==> src/dwp_defines.vh <==
// dual wiper two-wire write slave: constants
// assumes inclusion by the slave modules only
`ifndef DWP_DEFINES_VH
`define DWP_DEFINES_VH
`define DWP_ADDR_FIXED   4'h5
`define DWP_WIPER_RESET  8'h80
`define DWP_CMD_WIPER_A  8'h11
`define DWP_CMD_WIPER_B  8'h12
`define DWP_CMD_WIPER_AB 8'h13
`define DWP_BIT_LAST     3'h7
`endif

==> src/dwp_edge.v <==
// edge and bus condition detector on synchronised scl/sda
// assumes inputs already pass through dwp_sync
`timescale 1ns/1ns
`default_nettype none
module dwp_edge (
    input  wire i_ref_clk,
    input  wire i_sys_rst,
    input  wire i_scl,
    input  wire i_sda,
    output wire o_scl_rise,
    output wire o_scl_fall,
    output wire o_start,
    output wire o_stop
);
    reg scl_d_r;
    reg sda_d_r;
    always @(posedge i_ref_clk) begin
        if (i_sys_rst) begin
            scl_d_r <= 1'b1;
            sda_d_r <= 1'b1;
        end else begin
            scl_d_r <= i_scl;
            sda_d_r <= i_sda;
        end
    end
    assign o_scl_rise = i_scl & ~scl_d_r;
    assign o_scl_fall = ~i_scl & scl_d_r;
    // data moving while clock stays high marks a frame edge
    assign o_start = i_scl & scl_d_r & sda_d_r & ~i_sda;
    assign o_stop  = i_scl & scl_d_r & ~sda_d_r & i_sda;
endmodule // dwp_edge
`default_nettype wire

==> src/dwp_slave.v <==
// dual wiper two-wire write slave top
// assumes scl/sda pins and straps are asynchronous to i_ref_clk
`timescale 1ns/1ns
`default_nettype none
`include "dwp_defines.vh"
module dwp_slave #(
    parameter WIPER_W = 8
) (
    input  wire               i_ref_clk,
    input  wire               i_sys_rst,
    input  wire               i_scl,
    input  wire               i_sda,
    input  wire               i_addr_strap_bit0,
    input  wire               i_addr_strap_bit1,
    input  wire               i_addr_strap_bit2,
    output reg                o_sda_oe,
    output reg                o_sda_out,
    output reg  [WIPER_W-1:0] o_first_wiper_position,
    output reg  [WIPER_W-1:0] o_second_wiper_position
);
    localparam [5:0] ST_IDLE = 6'h01;
    localparam [5:0] ST_ADDR = 6'h02;
    localparam [5:0] ST_CMD  = 6'h04;
    localparam [5:0] ST_DATA = 6'h08;
    localparam [5:0] ST_ACK  = 6'h10;
    localparam [5:0] ST_SKIP = 6'h20;

    wire       scl_s;
    wire       sda_s;
    wire [2:0] strap_s;
    wire       scl_rise;
    wire       scl_fall;
    wire       start_c;
    wire       stop_c;

    // scl is only ever sampled, never driven
    dwp_sync #(.RST_VAL(1'b1)) u_sync_scl (
        .i_ref_clk (i_ref_clk),
        .i_sys_rst (i_sys_rst),
        .i_async   (i_scl),
        .o_sync    (scl_s)
    );
    dwp_sync #(.RST_VAL(1'b1)) u_sync_sda (
        .i_ref_clk (i_ref_clk),
        .i_sys_rst (i_sys_rst),
        .i_async   (i_sda),
        .o_sync    (sda_s)
    );
    dwp_sync #(.RST_VAL(1'b0)) u_sync_a0 (
        .i_ref_clk (i_ref_clk),
        .i_sys_rst (i_sys_rst),
        .i_async   (i_addr_strap_bit0),
        .o_sync    (strap_s[0])
    );
    dwp_sync #(.RST_VAL(1'b0)) u_sync_a1 (
        .i_ref_clk (i_ref_clk),
        .i_sys_rst (i_sys_rst),
        .i_async   (i_addr_strap_bit1),
        .o_sync    (strap_s[1])
    );
    dwp_sync #(.RST_VAL(1'b0)) u_sync_a2 (
        .i_ref_clk (i_ref_clk),
        .i_sys_rst (i_sys_rst),
        .i_async   (i_addr_strap_bit2),
        .o_sync    (strap_s[2])
    );
    dwp_edge u_edge (
        .i_ref_clk  (i_ref_clk),
        .i_sys_rst  (i_sys_rst),
        .i_scl      (scl_s),
        .i_sda      (sda_s),
        .o_scl_rise (scl_rise),
        .o_scl_fall (scl_fall),
        .o_start    (start_c),
        .o_stop     (stop_c)
    );

    reg [5:0]         state_r;
    reg [5:0]         ret_r;
    reg [7:0]         shift_r;
    reg [2:0]         bit_r;
    reg [7:0]         cmd_r;
    reg               ack_arm_r;
    reg               byte_done_r;

    wire [7:0] shift_in = {shift_r[6:0], sda_s};

    // address match on bits 7:1, the noop/write bit 0 is not compared
    function addr_hit;
        input [7:0] b;
        input [2:0] s;
        begin
            addr_hit = (b[7:4] == `DWP_ADDR_FIXED) && (b[3:1] == s);
        end
    endfunction

    always @(posedge i_ref_clk) begin
        if (i_sys_rst) begin
            state_r                 <= ST_IDLE;
            ret_r                   <= ST_IDLE;
            shift_r                 <= 8'h00;
            bit_r                   <= 3'h0;
            cmd_r                   <= 8'h00;
            ack_arm_r               <= 1'b0;
            byte_done_r             <= 1'b0;
            o_sda_oe                <= 1'b0;
            o_sda_out               <= 1'b0;
            o_first_wiper_position  <= `DWP_WIPER_RESET;
            o_second_wiper_position <= `DWP_WIPER_RESET;
        end else if (stop_c) begin
            state_r     <= ST_IDLE;
            o_sda_oe    <= 1'b0;
            ack_arm_r   <= 1'b0;
            byte_done_r <= 1'b0;
        end else if (start_c) begin
            // repeated start also restarts address phase
            state_r     <= ST_ADDR;
            bit_r       <= 3'h0;
            o_sda_oe    <= 1'b0;
            ack_arm_r   <= 1'b0;
            byte_done_r <= 1'b0;
        end else begin
            case (state_r)
            ST_IDLE: begin
                o_sda_oe <= 1'b0;
            end
            ST_ADDR, ST_CMD, ST_DATA: begin
                // sample on rising scl, data stable while high
                if (scl_rise) begin
                    shift_r     <= shift_in;
                    bit_r       <= bit_r + 3'h1;
                    byte_done_r <= (bit_r == `DWP_BIT_LAST);
                end
                if (scl_fall && byte_done_r) begin
                    byte_done_r <= 1'b0;
                    case (state_r)
                    ST_ADDR: begin
                        if (addr_hit(shift_r, strap_s)) begin
                            // noop still acked, later bytes ignored
                            o_sda_oe <= 1'b1;
                            state_r  <= ST_ACK;
                            ret_r    <= shift_r[0] ? ST_SKIP : ST_CMD;
                        end else begin
                            state_r <= ST_IDLE;
                        end
                    end
                    ST_CMD: begin
                        cmd_r    <= shift_r;
                        o_sda_oe <= 1'b1;
                        state_r  <= ST_ACK;
                        ret_r    <= ST_DATA;
                    end
                    default: begin
                        if (cmd_r == `DWP_CMD_WIPER_A ||
                            cmd_r == `DWP_CMD_WIPER_AB)
                            o_first_wiper_position <= shift_r;
                        if (cmd_r == `DWP_CMD_WIPER_B ||
                            cmd_r == `DWP_CMD_WIPER_AB)
                            o_second_wiper_position <= shift_r;
                        o_sda_oe <= 1'b1;
                        state_r  <= ST_ACK;
                        // extra bytes are neither acked nor stored
                        ret_r    <= ST_SKIP;
                    end
                    endcase
                end
            end
            ST_ACK: begin
                // hold low through the ninth clock's high phase
                if (scl_rise)
                    ack_arm_r <= 1'b1;
                if (scl_fall && ack_arm_r) begin
                    o_sda_oe  <= 1'b0;
                    ack_arm_r <= 1'b0;
                    bit_r     <= 3'h0;
                    state_r   <= ret_r;
                end
            end
            ST_SKIP: begin
                o_sda_oe <= 1'b0;
            end
            default: begin
                state_r  <= ST_IDLE;
                o_sda_oe <= 1'b0;
            end
            endcase
        end
    end
    // 8-bit code maps one to one onto the 256 taps
endmodule // dwp_slave
`default_nettype wire

==> src/dwp_sync.v <==
// two-flop synchroniser for asynchronous pin levels
// assumes the destination clock samples i_async
`timescale 1ns/1ns
`default_nettype none
module dwp_sync #(
    parameter RST_VAL = 1'b1
) (
    input  wire i_ref_clk,
    input  wire i_sys_rst,
    input  wire i_async,
    output wire o_sync
);
    reg meta_r;
    reg sync_r;
    always @(posedge i_ref_clk) begin
        if (i_sys_rst) begin
            meta_r <= RST_VAL;
            sync_r <= RST_VAL;
        end else begin
            meta_r <= i_async;
            sync_r <= meta_r;
        end
    end
    assign o_sync = sync_r;
endmodule // dwp_sync
`default_nettype wire
==> config.mk <==
export PLATFORM = sky130hd
export DESIGN_NAME = dwp_slave
export DESIGN_NICKNAME = d
export VERILOG_FILES = /design/src/dwp_edge.v /design/src/dwp_slave.v /design/src/dwp_sync.v
export VERILOG_INCLUDE_DIRS = /design/src
export SDC_FILE = /design/constraint.sdc
export NUM_CORES = 1
export LEC_CHECK = 0
export ABC_AREA = 1
export CAP_MARGIN = 15
export CORE_MARGIN = 2
export CORE_UTILIZATION = 56
export DETAILED_ROUTE_END_ITERATION = 8
export DONT_BUFFER_PORTS = 1
export PLACE_DENSITY = 0.74
export SKIP_CTS_REPAIR_TIMING = 1
export SLEW_MARGIN = 20
export SYNTH_ARGS = -nofsm -noshare
export SYNTH_HDL_FRONTEND = slang
export SYNTH_SLANG_ARGS = --single-unit
==> constraint.sdc <==
create_clock -name i_ref_clk -period 1.3 [get_ports i_ref_clk]
set_input_delay 0.13 -clock i_ref_clk [delete_from_list [all_inputs] [get_ports i_ref_clk]]
set_output_delay 0.13 -clock i_ref_clk [all_outputs]
set_load 0.01 [all_outputs]
==> metrics.md <==
| Metric | Value |
|---|---|
| Final setup TNS | `-4.090 ns` |
| Crit Path Class | `reg -> reg` |
| Slew Limit Fails | `0` |
| Clock tree sinks | `60` |
| Total power divided by cell area | `around 1300 mW/mm²` |
| Fillers | `293` |
| Post-Syn Area per Cell | `between 7 and 8 µm²` |
| GRT Util Overall | `0.2236` |
| Layout area overhead | `39.61%` |
| Maxcap violations | `0` |
| Final Hold Fails | `11` |
| Post-synth EDFFs | `0` |
| GPL Wtd Cong | `roughly 0.84` |
| FP Rows | `24` |
| Hold crit path type | `in -> reg` |
| Leak | `~0.0015 µW` |
| Worst-Skew Late Latency | `approximately 0.34 ns` |
| Req. time, crit path | `1.53 ns` |
| WL final | `between 6000 and 7000 µm` |
| Clk_skew | `0.006329 ns` |
| Mapped Area | `~0.0025 mm²` |
| Final setup viols | `45` |
| Die height | `between 70 and 80 µm` |
| Vias | `around 2.4k` |
| Initial antenna violation count | `0` |
| Register bit total from synthesis | `60` |
| First-pass GRT wire length | `between 8000 and 9000 µm` |
| Grt total ovfl | `0` |
| Post-route setup slack | `-0.1704 ns` |
| Failing checks | `hold timing, setup timing` |
| Worst-path clk slew | `approximately 0.07 ns` |
| 1st-iter DRT viols | `approximately 190` |
| Outcome | `finished, violations left` |
| Core area | `about 0.0043 mm²` |
| Critical Path Fanout Max | `11` |
| Synth Flop Type | `dfxtp_1` |
| CTS tree | `done` |
| Die width | `about 70 µm` |
| Layout cells sized above 1 | `0.3167` |
| Sequential fraction of the synthesis area | `0.4856` |
| Ports | `25` |
| Tot Pwr | `between 4000 and 5000 µW` |
| Die Area | `just under 0.005 mm²` |
| Async S/R FF share, synth | `0` |
| Antenna fix cells | `0` |
| Net count after synthesis | `around 350` |
| Syn Inst Count | `338` |
| RSZ-0062 raised after global routing | `true` |
| Crit path cell chain | `nor2_4, nand3_2, nand3_4, nand2_4, buf_6, o21ai_0, nor2_1` |
| Critical path's slowest cell | `dfxtp_2` |
| WHS | `-0.1512 ns` |
| Clock period minus worst slack | `1.470 ns` |
| Per-cell routed wire length | `between 10 and 15 µm` |
| Peak supply drop | `between 1 and 1.5 mV` |
| Crit share post-route | `1.131` |
| Max Clock Freq | `680.1 MHz` |
| Routed vias/inst | `between 5 and 6` |
| Unique masters post-synth | `27` |
| Final ANT Viol Nets | `0` |
| DR pass1 iterations | `4` |
| Worst EP arrival | `1.70 ns` |
| Worst setup EP type | `flip-flop` |
| Critical path's top delay family | `simple AND/OR/NAND/NOR gates` |
| Syn. warnings | `0` |
| Leading cell type in the layout, fill and taps excluded | `nand2_1` |
| Fin nets | `between 400 and 500` |
| Number of global-route vias before repair | `1940` |
| Sum of buffers and inverters on the critical path | `1` |
| DRC errors left | `0` |
| Clock tree buffer depth | `2` |
| Total CTS buffers | `9` |
| Area of the multi-input gates | `0.001329 mm²` |
| Clock root cell | `clkbuf_8` |
| Worst slack at placement | `-0.1484 ns` |
| Commonest non-fill, non-tap cells in the layout | `nand2_1 (53), dfxtp_1 (52), nor2_1 (51), inv_1 (36), buf_4 (34)` |
| Register Area | `0.001216 mm²` |
| # H-tree levels | `3` |
| Largest net degree at the start of global routing | `29` |
| DP HPWL | `3610 µm` |
| Crit path launch type | `flip-flop` |
| Port Buffers | `0` |
| Largest stage delay on the critical path | `roughly 0.33 ns` |
| Initial Util | `0.5760` |
[flip-flops by register name (all words and copies together), names as in the netlist, 3 cells and up]
signal                   flops
shift_r                      8
ret_r                        4
o_first_wiper_position       8
bit_r                        3
state_r                      6
o_second_wiper_position      8
cmd_r                        8
[logic make-up (layout without fill, tap and decap cells)]
| group | Yosys count | in the layout | share of synthesized area |
|---|---|---|---|
| adder cells (fa/ha/maj) | 2 | 2 | 0.01011 |
| flip-flops | 60 | 60 | 0.4856 |
| AND/OR/NAND/NOR | 167 | 169 | 0.3030 |
| other | 1 | 1 | 0.001516 |
| buffers and inverters | 54 | 115 | 0.08700 |
| AO/OA/AOI/OAI | 54 | 54 | 0.1128 |
[Yosys cell counts, types with 3 or more instances]
cell	instances	area, µm²
a21oi_1	24	120.1
clkbuf_1	5	18.77
dfxtp_1	60	1201
inv_1	41	153.9
inv_2	3	11.26
nand2_1	60	225.2
nand3_1	20	100.1
nand3_2	5	50.05
nand4_1	5	31.28
nor2_1	63	236.5
nor2_2	3	18.77
o21ai_0	26	130.1
or2_2	5	31.28
[area by class of cell]
cell class / instances / area share
clock buffer: 11 / 0.04094
timing repair buffer: 53 / 0.1315
sequential: 60 / 0.3522
tap: 52 / 0.01884
multi-input combinational: 226 / 0.3848
clock inverter: 5 / 0.01739
inverter: 46 / 0.05435
[worst paths after layout]
kind / from / endpoint / slack (ns) / depth (start not counted)
max reg2reg: state_r[4] / shift_r[4] / -0.17 / 7
max: state_r[4] / shift_r[4] / -0.17 / 7
min: i_sys_rst / cmd_r[2] / -0.15 / 1
min reg2reg: ret_r[0] / ret_r[0] / 0.45 / 2
[power by group]
part	switching, µW	total (µW)	internal [µW]
Combinational	438	746	308
Clock	746	1690	944
Sequential	71.2	1980	1910
[per-layer routing]
| layer | GRT usage | wire length (µm) | vias up | part of all wire |
|---|---|---|---|---|
| li1 | - | - | 1206 | - |
| met5 | 0 | 0 | - | 0 |
| met3 | 0.05195 | 295 | 16 | 0.047 |
| met2 | 0.3260 | 3010 | 65 | 0.48 |
| met4 | 0.1474 | 171 | 0 | 0.027 |
| met1 | 0.2942 | 2807 | 1090 | 0.45 |
[stage by stage]
| stage | std cells | hold slack [ns] | area, µm² | utilization |
|---|---|---|---|---|
| 2_1_floorplan | 338 | 0.2338 | 2474 | - |
| 3_3_place_gp | 411 | 0.2025 | 2714 | 0.6320 |
| 6_report | 453 | -0.1512 | 3453 | 0.8042 |
| 5_1_grt | 453 | -0.1627 | 3453 | 0.8042 |
| 3_5_place_dp | 411 | 0.2050 | 2714 | 0.6320 |
| 4_1_cts | 427 | -0.1521 | 2915 | 0.6789 |
[worst register-to-register path, delay by kind of cell (launching register included)]
kind / cells / cell delay (ns)
simple gates: 5 / 0.68
flops: 1 / 0.33
compound gates: 1 / 0.19
buf+inv: 1 / 0.16
(Power assumes the default switching activity.)
